--- config.mk ---
export PLATFORM = sky130hd
export DESIGN_NAME = four_channel_pwm_core
export DESIGN_NICKNAME = d
export VERILOG_FILES = /design/src/inc/pwm_core_pkg.sv /design/src/design/four_channel_pwm_core.sv
export VERILOG_INCLUDE_DIRS = /design/src /design/src/inc
export SDC_FILE = /design/constraint.sdc
export NUM_CORES = 1
export LEC_CHECK = 0
export CELL_PAD_IN_SITES_DETAIL_PLACEMENT = 1
export CELL_PAD_IN_SITES_GLOBAL_PLACEMENT = 2
export CORE_ASPECT_RATIO = 0.6
export CORE_MARGIN = 5
export CORE_UTILIZATION = 38
export CTS_CLUSTER_SIZE = 10
export DETAILED_ROUTE_END_ITERATION = 12
export DONT_BUFFER_PORTS = 1
export GPL_TIMING_DRIVEN = 0
export PLACE_DENSITY_LB_ADDON = 0.12
export SETUP_SLACK_MARGIN = 0.15
export SLEW_MARGIN = 30
export SYNTH_ARGS = -nofsm -noshare
export SYNTH_HDL_FRONTEND = slang
export SYNTH_SLANG_ARGS = --single-unit
--- constraint.sdc ---
create_clock -name clk_sys_i -period 9 [get_ports clk_sys_i]
set_clock_uncertainty 0.1 [all_clocks]
set_input_delay 0 -clock clk_sys_i [delete_from_list [all_inputs] [get_ports clk_sys_i]]
set_output_delay 0 -clock clk_sys_i [all_outputs]
set_load 0.05 [all_outputs]
--- src/inc/pwm_core_consts.svh ---
`ifndef PWM_CORE_CONSTS_SVH
`define PWM_CORE_CONSTS_SVH
// What this block does
// - Four 8-bit channels, two 16-bit, or one 16-bit plus two 8-bit.
// - Each channel owns its period value, duty value and counter.
// - Counters clock from one of two sources chosen per channel: A or S0 for 0 and 1, B or S1 for 2 and 3.
// - Duty ratio settable anywhere from 0 to 100 percent.
// - Pulses are left-aligned or center-aligned per channel.
// - Writes while enabled wait in a buffer until rollover or disable.
// - Writes while disabled reach buffer and active latch together.
// - Writing a counter clears it and latches pending period and duty.
// - Software can read each channel counter.
// - Enabled channel drives its pin, except the low-byte channel of a joined pair; unused pins stay general I/O.
// - Joined upper pair: 2 high byte, 3 low, pin 2, channel 3 clock select.
// - Joined lower pair: 0 high byte, 1 low, pin 0, channel 1 clock select.
// - Three-bit field sets clock A rate for channels 0 and 1.
// - Prescale code n divides the prescaler input by two to the n.
// - Left-aligned polarity 0 starts low, 1 starts high; flips at duty.

// Register indexes; byte address is four times the index
`define IDX_CLK_CONCAT 10'h040
`define IDX_SEL_POL 10'h041
`define IDX_ENABLE 10'h042
`define IDX_PRESCALE 10'h043
`define IDX_SCALE0 10'h044
`define IDX_SCNT0 10'h045
`define IDX_SCALE1 10'h046
`define IDX_SCNT1 10'h047
`define IDX_ALIGN 10'h048
`define IDX_CNT_BASE 10'h04c
`define IDX_PER_BASE 10'h050
`define IDX_DTY_BASE 10'h054

// Field positions
`define JOIN_UPPER_BIT 7
`define JOIN_LOWER_BIT 6
`define CLKA_SEL_LSB 3
`define CLKB_SEL_LSB 0
`define REG_RESET 8'h00
`endif

--- src/inc/pwm_core_pkg.sv ---
package pwm_core_pkg;
	typedef logic [7:0] byte_type;
	typedef logic [15:0] wide_type;
	typedef enum logic {ALIGN_LEFT = 1'b0, ALIGN_CENTER = 1'b1} align_type;
endpackage
--- src/design/four_channel_pwm_core.sv ---
`timescale 1ns/1ns
`include "pwm_core_consts.svh"
module four_channel_pwm_core #(
	parameter int ADDR_W = 12
) (
	input wire logic clk_sys_i,
	input wire logic reset_i,
	input wire logic ce_i,
	input wire logic psel_i,
	input wire logic penable_i,
	input wire logic pwrite_i,
	input wire logic [ADDR_W-1:0] paddr_i,
	input wire logic [31:0] pwdata_i,
	output logic [31:0] prdata_o,
	output logic pready_o,
	output logic pslverr_o,
	input wire logic [3:0] gpio_data_i,
	input wire logic [3:0] gpio_dir_i,
	output logic [3:0] port_o,
	output logic [3:0] port_oe_n_o
);
	// ==========================================================
	// Register state
	pwm_core_pkg::byte_type clock_concat_control, sel_pol, chan_en, align_ctrl;
	pwm_core_pkg::byte_type scale0, scale1, scnt0, scnt1;
	pwm_core_pkg::byte_type cnt [4];
	pwm_core_pkg::byte_type buf_per [4];
	pwm_core_pkg::byte_type buf_dty [4];
	pwm_core_pkg::byte_type act_per [4];
	pwm_core_pkg::byte_type act_dty [4];
	pwm_core_pkg::byte_type next_per [4];
	pwm_core_pkg::byte_type next_dty [4];
	pwm_core_pkg::wide_type nxt16 [4];
	logic [1:0] ctl [4];
	logic [1:0] csel [4];
	logic [6:0] prescale;
	logic [3:0] dir_down, next_down, roll, step, lvl, own, wide_v, clr, load, cnt_wr;
	logic half0, half1;
	logic [9:0] idx;
	logic wr_en, mapped;
	logic [7:0] next_rdata;
	logic any_en, tick_a, tick_b, tick_s0, tick_s1;
	logic [6:0] mask_a, mask_b;
	logic [2:0] div_a, div_b;

	// APB decode; a write lands at the access edge with pready high
	assign idx = paddr_i[11:2];
	assign wr_en = psel_i && penable_i && pwrite_i && pready_o && ce_i;
	assign div_a = clock_concat_control[`CLKA_SEL_LSB +: 3];
	assign div_b = clock_concat_control[`CLKB_SEL_LSB +: 3];

	// ==========================================================
	// Prescaler and scaled clocks
	assign any_en = |chan_en[3:0];
	assign mask_a = 7'(~(8'hff << div_a));
	assign mask_b = 7'(~(8'hff << div_b));
	assign tick_a = any_en && ((prescale & mask_a) == mask_a);
	assign tick_b = any_en && ((prescale & mask_b) == mask_b);
	assign tick_s0 = tick_a && (scnt0 == 8'h00) && half0;
	assign tick_s1 = tick_b && (scnt1 == 8'h00) && half1;

	// Free-running prescaler, stopped while every channel is off
	always_ff @(posedge clk_sys_i) begin
		if (reset_i) begin
			prescale <= 7'h00;
		end else if (ce_i && any_en) begin
			prescale <= 7'(prescale + 7'h01);
		end
	end

	// Scale down-counters; a scale write reloads its counter
	always_ff @(posedge clk_sys_i) begin
		if (reset_i) begin
			scnt0 <= `REG_RESET;
			scnt1 <= `REG_RESET;
			half0 <= 1'b0;
			half1 <= 1'b0;
		end else if (ce_i) begin
			if (wr_en && idx == `IDX_SCALE0) begin
				scnt0 <= pwdata_i[7:0];
			end else if (tick_a) begin
				scnt0 <= (scnt0 == 8'h00) ? scale0 : 8'(scnt0 - 8'h01);
				half0 <= (scnt0 == 8'h00) ? ~half0 : half0;
			end
			if (wr_en && idx == `IDX_SCALE1) begin
				scnt1 <= pwdata_i[7:0];
			end else if (tick_b) begin
				scnt1 <= (scnt1 == 8'h00) ? scale1 : 8'(scnt1 - 8'h01);
				half1 <= (scnt1 == 8'h00) ? ~half1 : half1;
			end
		end
	end

	// ==========================================================
	// Per-lane counting engine
	for (genvar i = 0; i < 4; i++) begin : lane
		localparam int HI = i - (i % 2);
		logic joined, wide, ltick, ll_roll, c_up_end;
		logic [16:0] up1;
		pwm_core_pkg::wide_type cur, per, dty;
		assign joined = clock_concat_control[(i < 2) ? `JOIN_LOWER_BIT : `JOIN_UPPER_BIT];
		assign wide = joined && (i % 2 == 0);
		assign wide_v[i] = wide;
		assign ctl[i] = joined ? 2'(HI) : 2'(i);
		assign csel[i] = joined ? 2'(HI + 1) : 2'(i);
		// Combined count, period and duty when the pair is joined
		assign cur = wide ? {cnt[i], cnt[HI + 1]} : {8'h00, cnt[i]};
		assign per = wide ? {act_per[i], act_per[HI + 1]} : {8'h00, act_per[i]};
		assign dty = wide ? {act_dty[i], act_dty[HI + 1]} : {8'h00, act_dty[i]};
		// Clock source: base prescaled clock or scaled clock
		assign ltick = sel_pol[4 + csel[i]] ? ((i < 2) ? tick_s0 : tick_s1)
			: ((i < 2) ? tick_a : tick_b);
		assign step[i] = ce_i && chan_en[i] && ltick;
		assign up1 = 17'(cur) + 17'h00001;
		assign ll_roll = up1 >= {1'b0, per};
		assign c_up_end = up1 >= {1'b0, per};
		// Left counts 0..per-1; center counts up to per and back to 0
		always_comb begin
			if (align_ctrl[i] == pwm_core_pkg::ALIGN_LEFT) begin
				nxt16[i] = ll_roll ? 16'h0000 : up1[15:0];
				next_down[i] = 1'b0;
				roll[i] = ll_roll;
			end else if (!dir_down[i]) begin
				nxt16[i] = up1[15:0];
				next_down[i] = c_up_end;
				roll[i] = 1'b0;
			end else begin
				nxt16[i] = (cur == 16'h0000) ? 16'h0000 : 16'(cur - 16'h0001);
				next_down[i] = cur > 16'h0001;
				roll[i] = cur <= 16'h0001;
			end
		end
		assign lvl[i] = sel_pol[i] ? (cur < dty) : (cur >= dty);
		assign own[i] = chan_en[i] && !(joined && (i % 2 == 1));
		assign cnt_wr[i] = wr_en && idx == (`IDX_CNT_BASE + 10'(i));
		assign clr[i] = !chan_en[i] || cnt_wr[i] || (wide && cnt_wr[HI + 1]);
		assign load[i] = clr[i] || (step[i] && roll[i]);
		assign next_per[i] = (wr_en && idx == (`IDX_PER_BASE + 10'(i))) ? pwdata_i[7:0] : buf_per[i];
		assign next_dty[i] = (wr_en && idx == (`IDX_DTY_BASE + 10'(i))) ? pwdata_i[7:0] : buf_dty[i];
	end

	// Counters and active latches follow their controlling lane
	always_ff @(posedge clk_sys_i) begin
		if (reset_i) begin
			for (int i = 0; i < 4; i++) begin
				cnt[i] <= `REG_RESET;
				act_per[i] <= `REG_RESET;
				act_dty[i] <= `REG_RESET;
			end
			dir_down <= 4'h0;
		end else if (ce_i) begin
			for (int i = 0; i < 4; i++) begin
				if (clr[ctl[i]]) begin
					cnt[i] <= 8'h00;
					dir_down[i] <= 1'b0;
				end else if (step[ctl[i]]) begin
					cnt[i] <= (ctl[i] != 2'(i)) ? nxt16[ctl[i]][7:0]
						: (wide_v[i] ? nxt16[i][15:8] : nxt16[i][7:0]);
					dir_down[i] <= next_down[ctl[i]];
				end
				if (load[ctl[i]]) begin
					act_per[i] <= next_per[i];
					act_dty[i] <= next_dty[i];
				end
			end
		end
	end

	// ==========================================================
	// Software registers
	always_ff @(posedge clk_sys_i) begin
		if (reset_i) begin
			clock_concat_control <= `REG_RESET;
			sel_pol <= `REG_RESET;
			chan_en <= `REG_RESET;
			align_ctrl <= `REG_RESET;
			scale0 <= `REG_RESET;
			scale1 <= `REG_RESET;
			for (int i = 0; i < 4; i++) begin
				buf_per[i] <= `REG_RESET;
				buf_dty[i] <= `REG_RESET;
			end
		end else if (ce_i) begin
			if (wr_en) begin
				case (idx)
					`IDX_CLK_CONCAT: clock_concat_control <= pwdata_i[7:0];
					`IDX_SEL_POL: sel_pol <= pwdata_i[7:0];
					`IDX_ENABLE: chan_en <= {4'h0, pwdata_i[3:0]};
					`IDX_ALIGN: align_ctrl <= {4'h0, pwdata_i[3:0]};
					`IDX_SCALE0: scale0 <= pwdata_i[7:0];
					`IDX_SCALE1: scale1 <= pwdata_i[7:0];
					default: begin
					end
				endcase
			end
			for (int i = 0; i < 4; i++) begin
				buf_per[i] <= next_per[i];
				buf_dty[i] <= next_dty[i];
			end
		end
	end

	// Read mux and map check
	always_comb begin
		next_rdata = 8'h00;
		mapped = 1'b1;
		case (idx)
			`IDX_CLK_CONCAT: next_rdata = clock_concat_control;
			`IDX_SEL_POL: next_rdata = sel_pol;
			`IDX_ENABLE: next_rdata = chan_en;
			`IDX_PRESCALE: next_rdata = {1'b0, prescale};
			`IDX_SCALE0: next_rdata = scale0;
			`IDX_SCNT0: next_rdata = scnt0;
			`IDX_SCALE1: next_rdata = scale1;
			`IDX_SCNT1: next_rdata = scnt1;
			`IDX_ALIGN: next_rdata = align_ctrl;
			default: begin
				if (idx[9:2] == 8'(`IDX_CNT_BASE >> 2)) begin
					next_rdata = cnt[idx[1:0]];
				end else if (idx[9:2] == 8'(`IDX_PER_BASE >> 2)) begin
					next_rdata = buf_per[idx[1:0]];
				end else if (idx[9:2] == 8'(`IDX_DTY_BASE >> 2)) begin
					next_rdata = buf_dty[idx[1:0]];
				end else begin
					mapped = 1'b0;
				end
			end
		endcase
	end

	// Zero-wait slave: answer in the first access cycle
	always_ff @(posedge clk_sys_i) begin
		if (reset_i) begin
			pready_o <= 1'b0;
			pslverr_o <= 1'b0;
			prdata_o <= 32'h0000_0000;
		end else if (ce_i) begin
			pready_o <= psel_i && !penable_i;
			pslverr_o <= psel_i && !penable_i && !mapped;
			if (psel_i && !penable_i) begin
				prdata_o <= {24'h00_0000, next_rdata};
			end
		end
	end

	// ==========================================================
	// Pin ownership: channel wins over the port logic
	always_ff @(posedge clk_sys_i) begin
		if (reset_i) begin
			port_o <= 4'h0;
			port_oe_n_o <= 4'hf;
		end else if (ce_i) begin
			for (int i = 0; i < 4; i++) begin
				port_o[i] <= own[i] ? lvl[i] : gpio_data_i[i];
				port_oe_n_o[i] <= !(own[i] || gpio_dir_i[i]);
			end
		end
	end
endmodule

* After elaboration in Yosys (flattened, before gate mapping)
Memory sizes are Yosys's and may differ from the RTL's.
Cells that the tools add are included.
** Storage, ports and cells
- Register bits after elaboration :: 87
- Memory bits (writable) :: 160
- Logic and storage cells :: 421
- Memories :: 5
- Input port bits :: 58
- Output and inout bits :: 42
** Cells by class
- Add/sub/neg operators :: 13
- Shift-type cells :: 2
- Muxes and demuxes :: 195
- Order comparisons :: 26
- Bitwise logic cells :: 34
- Eq/ne operators :: 28
- Reduce and logical (&&, ||, !) cells :: 98
** Memories
- act_dty :: depth 4, bits a word 8, rd ports 4, clocked after memory_dff 0, write ports 4, RTL line four_channel_pwm_core.sv:30 : pwm_core_pkg::byte_type act_dty [4];
- act_per :: depth 4, bits a word 8, rd ports 4, clocked after memory_dff 0, write ports 4, RTL line four_channel_pwm_core.sv:29 : pwm_core_pkg::byte_type act_per [4];
- buf_dty :: depth 4, bits a word 8, rd ports 5, clocked after memory_dff 0, write ports 4, RTL line four_channel_pwm_core.sv:28 : pwm_core_pkg::byte_type buf_dty [4];
- buf_per :: depth 4, bits a word 8, rd ports 5, clocked after memory_dff 0, write ports 4, RTL line four_channel_pwm_core.sv:27 : pwm_core_pkg::byte_type buf_per [4];
- cnt :: depth 4, bits a word 8, rd ports 5, clocked after memory_dff 0, write ports 4, RTL line four_channel_pwm_core.sv:26 : pwm_core_pkg::byte_type cnt [4];
** Operator list (count)
- $mux W8 :: 49
- $mux W16 :: 20
- $eq A10 B7 Y1 const B :: 21
- $mux W1 :: 111
- $pmux W8 S9 :: 1
- $bmux W16 S2 :: 2
- $logic_not A16 Y1 :: 4
- $logic_and A1 B1 Y1 :: 43
- $add A16 B1 Y17 const B :: 2
- $ge A17 B16 Y1 :: 2
- $ge A16 B16 Y1 :: 2
- $gt A16 B1 Y1 const B :: 2
- $le A16 B1 Y1 const B :: 2
- $lt A16 B16 Y1 :: 2
- $sub A16 B1 Y16 const B :: 2
- $eq A8 B5 Y1 const B :: 3
- $or A1 B1 Y1 :: 24
- $add A8 B1 Y9 const B :: 2
- $ge A9 B8 Y1 :: 2
- $mux W9 :: 2
- $reduce_and A3 Y1 :: 6
- $sub A8 B1 Y9 const B :: 2
- $bmux W1 S2 :: 8
- $ge A8 B8 Y1 :: 2
- other kinds (29) :: 80

* Logic depth before layout (Yosys ltp)
Gate-level depths: netlist of run 1.
- Depth after elaboration :: 18
- Mapped depth :: 24
- Mapped depth without buffers :: 18

* Worst setup path after synthesis of run 1
No wires, ideal clock.
- Path type :: reg-to-reg
- From :: register clock_concat_control[6]
- To :: memory act_dty[1][0] (netlist bit) (enable)
- Setup slack :: 2.859 ns
- Clock period less this slack :: 6.141 ns
- Setup time :: 0.378 ns
- Buffers on the path :: 6
- Arrival time :: 5.662 ns
- Required time :: 8.522 ns
- Stages on the path, launching flop included :: 24
- Cells stage by stage :: dfxtp_1 buf_4 buf_2 clkbuf_1 clkbuf_1 buf_1 mux2i_1 inv_1 ha_1 and4b_1 a2bb2o_1 nand2b_1 or3_1 a21oi_1 ha_1 and3_1 nand4_1 o21ai_0 o31ai_1 nand2_1 and3_1 o41ai_4 buf_2 o21bai_1
** RTL lines
- start, declared :: RTL line four_channel_pwm_core.sv:24 : pwm_core_pkg::byte_type clock_concat_control, sel_pol, chan_en, align_ctrl;
- start signal, assigned :: RTL line four_channel_pwm_core.sv:173 : clock_concat_control <= `REG_RESET;
- start signal, assigned :: RTL line four_channel_pwm_core.sv:186 : `IDX_CLK_CONCAT: clock_concat_control <= pwdata_i[7:0];
- end, declared :: RTL line four_channel_pwm_core.sv:30

==> results.toml, run 1 <==
[timing]
worstMarginPinSlew_ps = 1117
maxSlewViolCount = 0
setup_viol = 0
timing.final.crit_period_ps = 8686
rsz0062_at_grt = "false"
relSlewSlack = 0.2551
min_period_over_period = 0.9652
timing.hold.ws_ps = 7.047
fmax_mhz = 115.1
hold_violations = 0

[floorplan]
initial_core_util = 0.3849
io_pins = 100
rows = 62
design.core.area_sq_um = 47940
dieWidth_um = 294.5
dieHeight_um = 180.7
design.die.area_sq_um = 53220

[setup_path]
crit_cells = 24
max_stage_delay_ps = 530
cp_max_fo = 16
crit_top_cell = "buf_2"
rrSetupSlack_ps = 310
r2r_start = "clock_concat_control[6]"
r2r_cells = 24
critical_path.cell_chain = "buf_4 > buf_2 > clkbuf_1 > clkbuf_2 > buf_2 > mux2i_4 > inv_1 > ha_1 > and4b_1 > a2bb2o_1 > nand2b_1 > o21ai_0 > a21oi_1 > ha_1 > and3_1 > nand4_1 > o21ai_0 > o31ai_4 > nand2_1 > and3_1 > o41ai_4 > buf_4 > buf_2 > o21bai_2"
crit_arrival_ps = 8790
cpLargestDelayFamily = "buffers and inverters"
rr_endpoint = "act_dty[1][1]"
start_kind = "flip-flop"
cp_slowest_cell = "clkbuf_1"
worstSetupPathType = "flip-flop to flip-flop"
required_ps = 9110
startpoint = "clock_concat_control[6]"
endpoint = "act_dty[1][1]"
end_kind = "flip-flop"
critPathBufInv = 8

[yosys]
yosysWarnings = 0
synth_edf_count = 160
yosysTopAreaCellShare = 0.2604
ys_top_cells_by_area = "edfxtp_1 (26%), dfxtp_1 (9.4%), ha_1 (7.9%)"
postSynthCellCount = 2073
ys_ff_latch = 247
ys_types = 89
synthTopCellsByCount = "nand2_1 (224), nor2_1 (176), edfxtp_1 (160), a21oi_1 (157), ha_1 (117)"
syn_area_per_cell_sq_um = 8.902
synthArstFlopShare = 0
ys_seq_area_frac = 0.3547
synth.most_common_cell = "nand2_1"
yosysTopAreaCell = "edfxtp_1"
synth.cell_area_sq_um = 18450
synth-main-ff-cell = "edfxtp_1"

[final_layout]
final_util = 0.4321
n_fill_cell = 5601
final_nets = 2340
area_growth_pct = 12.27
multi_input_area_sq_um = 11010
final-seq-area_sq_um = 6546
drive_above_1_share = 0.08326

[global_routing]
antenna_found_initial = 5
grt_pass1_vias = 17422
grt_usage = 0.3100
gr-total-overflow = 0
grt_pass1_wl_um = 122600
grt_max_degree = 38

[pwr]
leakage_nw = 7.854
powerDensity_nw_per_um2 = 141.6
total_power_mw = 2.934
ir_worst_vdd_v = 0.0001303

[drt]
via_count = 17914
drc = 0
drt_iter0_drc = 2282
postRouteAntennaNets = 0
wl_um = 85900
drt-pass1-iter-count = 6
via_per_inst = 6.337
routedWlPerCell_um = 30.39

[hold_path]
hold_class = "primary input to flip-flop"
hold_depth = 4

[clocking]
cts-root-buf = "clkbuf_16"
cts_tree = "done"
clk_pin_slew_worst_paths_ps = 60
insertion_delay_ps = 600
cts_buffers = 30
cts_max_level = 1
cts_sinks = 247
clockBufferDepth = 3

[flow_run]
cap_violations = 0

[place]
dp_hpwl_um = 68470
io_buffers = 0
gp_congestion = 0.9919

[outcome]
status = "finished clean"
==> layer usage <==
metal  share of wire  global-route usage  vias to the layer above
li1                -                   -                     7756
met1            0.48              0.4969                     9110
met2            0.37              0.3966                      946
met3            0.13              0.1047                      100
met4           0.022             0.05753                        2
met5         0.00015                   0                        -
==> layout by cell type, fill, tap and decap left out, drive strengths merged, types with 54 or more instances in the layout <==
cell	count
a21oi	157
buf	54
clkbuf	164
dfxtp	87
edfxtp	160
ha	117
inv	88
mux2i	113
nand2	226
nand3	77
nor2	184
nor3	88
o21ai	65
==> worst reg2reg max path: stages, from the launching register on <==
cell,delay (ps)
dfxtp_1,430
buf_4,260
buf_2,340
clkbuf_1,530
clkbuf_2,470
buf_2,450
mux2i_4,520
inv_1,260
ha_1,320
and4b_1,280
a2bb2o_1,460
nand2b_1,350
o21ai_0,140
a21oi_1,350
ha_1,300
and3_1,200
nand4_1,130
o21ai_0,180
o31ai_4,530
nand2_1,240
and3_1,290
o41ai_4,330
buf_4,230
buf_2,290
o21bai_2,330
==> flip-flops by register name, summed over array words and instances (netlist names), 32 cells and up <==
register  flops
act_dty      32
act_per      32
buf_dty      32
buf_per      32
cnt          32
==> power by group <==
part           switching (mW)  internal, mW
Clock                   0.528         0.657
Sequential             0.0481          1.25
Combinational           0.309         0.139
Total                   0.885          2.05
==> through the flow <==
step                cells  area (sq um)  setup WS (ps)  TNS, ps
finish               2827         20720          313.6        0
CTS                  2821         20630          227.3        0
detailed placement   2737         19400         -870.1   -44190
global route         2827         20720          197.3        0
floorplan            2096         18540           2859        0
global placement     2736         19340          -1322   -60720
==> how the worst min path moves through the flow <==
stage                       start  slack, ps             end
detailed placement  gpio_dir_i[0]         -4  port_oe_n_o[0]
global placement    gpio_dir_i[0]         -7  port_oe_n_o[0]
floorplan           gpio_dir_i[0]         -8  port_oe_n_o[0]
CTS                   pwdata_i[1]       0.08      sel_pol[1]
finish                  penable_i          7     prdata_o[4]
global route          pwdata_i[1]         20      sel_pol[1]
==> cells by family (layout without fill, tap and decap cells) <==
family	count (synthesis)	count (layout)	share of synthesized area
flip-flops	247	247	0.3547
XOR/XNOR	75	75	0.03560
buffers and inverters	253	343	0.05716
adder cells (fa/ha/maj)	117	117	0.07933
other	1	25	0.0002032
AO/OA/AOI/OAI	444	444	0.1583
AND/OR/NAND/NOR	779	779	0.2076
multiplexers	157	157	0.1071
==> area by class of cell <==
class,count,area share
inverters,89,0.01625
plain buffers,163,0.03557
flip-flops and latches,247,0.3160
clock inverters,4,0.001449
diodes,1,0.0001208
well taps,640,0.03865
clock buffers,49,0.04215
repair buffers,38,0.01824
multi-input cells,1596,0.5316
==> timing repair <==
item,in CTS,in global routing
buffers inserted,0,5
endpoints found under the setup margin,134,91
gates cloned,0,0
pin swaps,1,2
endpoints found under the hold margin,94,4
gates resized for setup,9,5
hold buffers,31,1
(Power assumes the default switching activity.)
==> run 2: changes to the inputs <==
- ABC_AREA: unset -> 1
==> results.toml, run 2 <==
[clocking]
clockBufferDepth = 3
cts_sinks = 247
cts_buffers = 30
post_cts_buffers = 0
clk_pin_slew_worst_paths_ps = 60
cts-root-buf = "clkbuf_16"
insertion_delay_ps = 590
cts_tree = "done"
cts_max_level = 1

[yosys]
synth-main-ff-cell = "edfxtp_1"
ys_seq_area_frac = 0.3412
synth_edf_count = 160
synth.cell_area_sq_um = 19190
ys_ff_latch = 247
synthArstFlopShare = 0
syn_area_per_cell_sq_um = 6.982
yosysTopAreaCellShare = 0.2504
synth.most_common_cell = "nand2_1"
ys_top_cells_by_area = "edfxtp_1 (25%), nand2_1 (14%), dfxtp_1 (9.1%)"
yosysWarnings = 0
yosysTopAreaCell = "edfxtp_1"
synthTopCellsByCount = "nand2_1 (707), nor2_1 (355), inv_1 (309), o21ai_0 (204), a21oi_1 (161)"
ys_types = 64
postSynthCellCount = 2748

[timing]
worstMarginPinSlew_ps = 1140
setup_ws_ps = 2600
setup_viol = 0
rsz0062_at_grt = "false"
hold_violations = 2
fmax_mhz = 156.3
maxSlewViolCount = 0
fin_setup_tns_ps = 0
min_period_over_period = 0.7111
relSlewSlack = 0.2398
timing.final.crit_period_ps = 6400
timing.hold.ws_ps = -15.60

[global_routing]
grtUsageMet1 = 0.5359
grt_pass1_vias = 19656
antenna_found_initial = 10
use_met3 = 0.1440
grt_max_degree = 36
grt_usage = 0.3322
busiest_layer = "met1"
use_met2 = 0.4038
grt_pass1_wl_um = 135000
gr-total-overflow = 0

[place]
gp_congestion = 1.027
dpl_cell_area_sq_um = 20120
dp_hpwl_um = 77970
io_buffers = 0
place_ws_ps = 2592

[final_layout]
final_cell_mix = "nand2_1 (707), nor2_1 (354), inv_1 (308)"
drive_above_1_share = 0.07226
final_nets = 3015
fin_area_sq_um = 21360
final_util = 0.4300
final_common_cell = "nand2_1"
area_growth_pct = 11.31

[drt]
wl_um = 94720
routedWlPerCell_um = 27.04
via_count = 20559
drt-pass1-iter-count = 6
via_per_inst = 5.869
drt_iter0_drc = 2648
drc = 0
postRouteAntennaNets = 0

[setup_path]
end_kind = "flip-flop"
cp_max_fo = 16
startpoint = "clock_concat_control[7]"
required_ps = 9030
start_kind = "flip-flop"
r2r_cells = 25
worstSetupPathType = "flip-flop to flip-flop"
crit_arrival_ps = 6430
r2r_start = "clock_concat_control[7]"

[pwr]
powerDensity_nw_per_um2 = 136.3
p_switching_uw = 906.1
clockPowerShare = 0.395
p_seq_frac = 0.445
p_comb_frac = 0.160
p_int_mw = 2.005
leakage_nw = 9.114
swShare = 0.3112
ir_worst_vdd_v = 0.0001306

[floorplan]
design.die.area_sq_um = 55230
rows = 63
dieWidth_um = 300.1
initial_core_util = 0.3863
io_pins = 100
design.core.area_sq_um = 49660
dieHeight_um = 184.1

[hold_path]
hold_depth = 3
hold_class = "primary input to flip-flop"
min-delay-start = "pwdata_i[4]"

[outcome]
violations = "hold timing"
status = "finished with violations"

[flow_run]
cap_violations = 0
-- run 2: cell types whose count changed in the layout (fill, tap and decap cells not counted), moves of 44 or more --
cell | before | now
nor3_1 | 82 | 32
nand3_1 | 76 | 146
o21ai_0 | 60 | 203
and2_1 | 47 | 3
clkbuf_1 | 118 | 58
nand2_1 | 224 | 707
inv_1 | 87 | 308
mux2i_1 | 112 | 9
nor2_1 | 174 | 354
-- run 2: through the flow --
step / cells / power (mW)
global placement: 3421 / 1.738
finish: 3503 / 2.911
floorplan: 2771 / 1.583
detailed placement: 3422 / 1.751
global route: 3501 / 3.003
CTS: 3500 / 2.895
-- run 2: routing by layer --
layer	vias to the layer above	share of wire
li1	9231	-
met5	-	0.00022
met1	10240	0.50
met4	4	0.012
met2	999	0.35
met3	85	0.14
-- run 2: layout make-up --
class / count / area (sq um)
fill: 6359 / 28300
multi-input combinational: 2068 / 10830
sequential: 247 / 6546
inverter: 331 / 1247
clock buffer: 38 / 822.0
tap: 650 / 813.3
buffer: 125 / 678.2
timing repair buffer: 37 / 380.4
clock inverter: 5 / 35.03
antenna: 2 / 5.005
-- run 2: cell families after synthesis --
family,Yosys count,share of synthesized area
XOR/XNOR,57,0.02602
buffers and inverters,456,0.1001
flip-flops,247,0.3412
AO/OA/AOI/OAI,491,0.1454
multiplexers,9,0.004696
other,1,0.0001955
adder cells (fa/ha/maj),117,0.07630
AND/OR/NAND/NOR,1370,0.3061
-- run 2: power by group through the flow --
stage / sequential (mW) / combinational [mW] / clock (mW)
floorplan: 1.30 / 0.282 / 0
global placement: 1.32 / 0.420 / 0
detailed placement: 1.32 / 0.433 / 0
CTS: 1.29 / 0.448 / 1.15
global route: 1.30 / 0.500 / 1.21
finish: 1.29 / 0.467 / 1.15
-- run 2: final timing paths --
| path | to | slack [ps] |
|---|---|---|
| worst max-delay path | act_per[3][5] | 2600 |
| worst min-delay path | scale1[4] | -20 |
| worst min register to register | scale1[3] | 360 |
| worst max register to register | act_per[3][5] | 2600 |
-- run 2: timing repair --
item	CTS	global route
resized for setup	0	0
endpoints found under the hold margin	118	4
hold buffers	35	1
setup endpoints to repair	0	0
-- run 2: worst max-delay path: stages (launching register included) --
cell and delay (ps):
dfxtp_1 320, buf_6 150, buf_6 160, buf_6 160, o21ai_2 660, inv_1 480
ha_1 390, nand3_1 120, nor2_2 60, nand2_1 170, xor2_1 880, ha_1 400
nand2_1 90, inv_1 40, nand2_1 60, nand2_1 70, a21oi_1 130, nand2_1 60
nand2_1 60, nand3_1 90, nand2_2 270, nand2_2 170, nand2_2 160, nand2_2 100
nand2_1 70, nand2_1 470
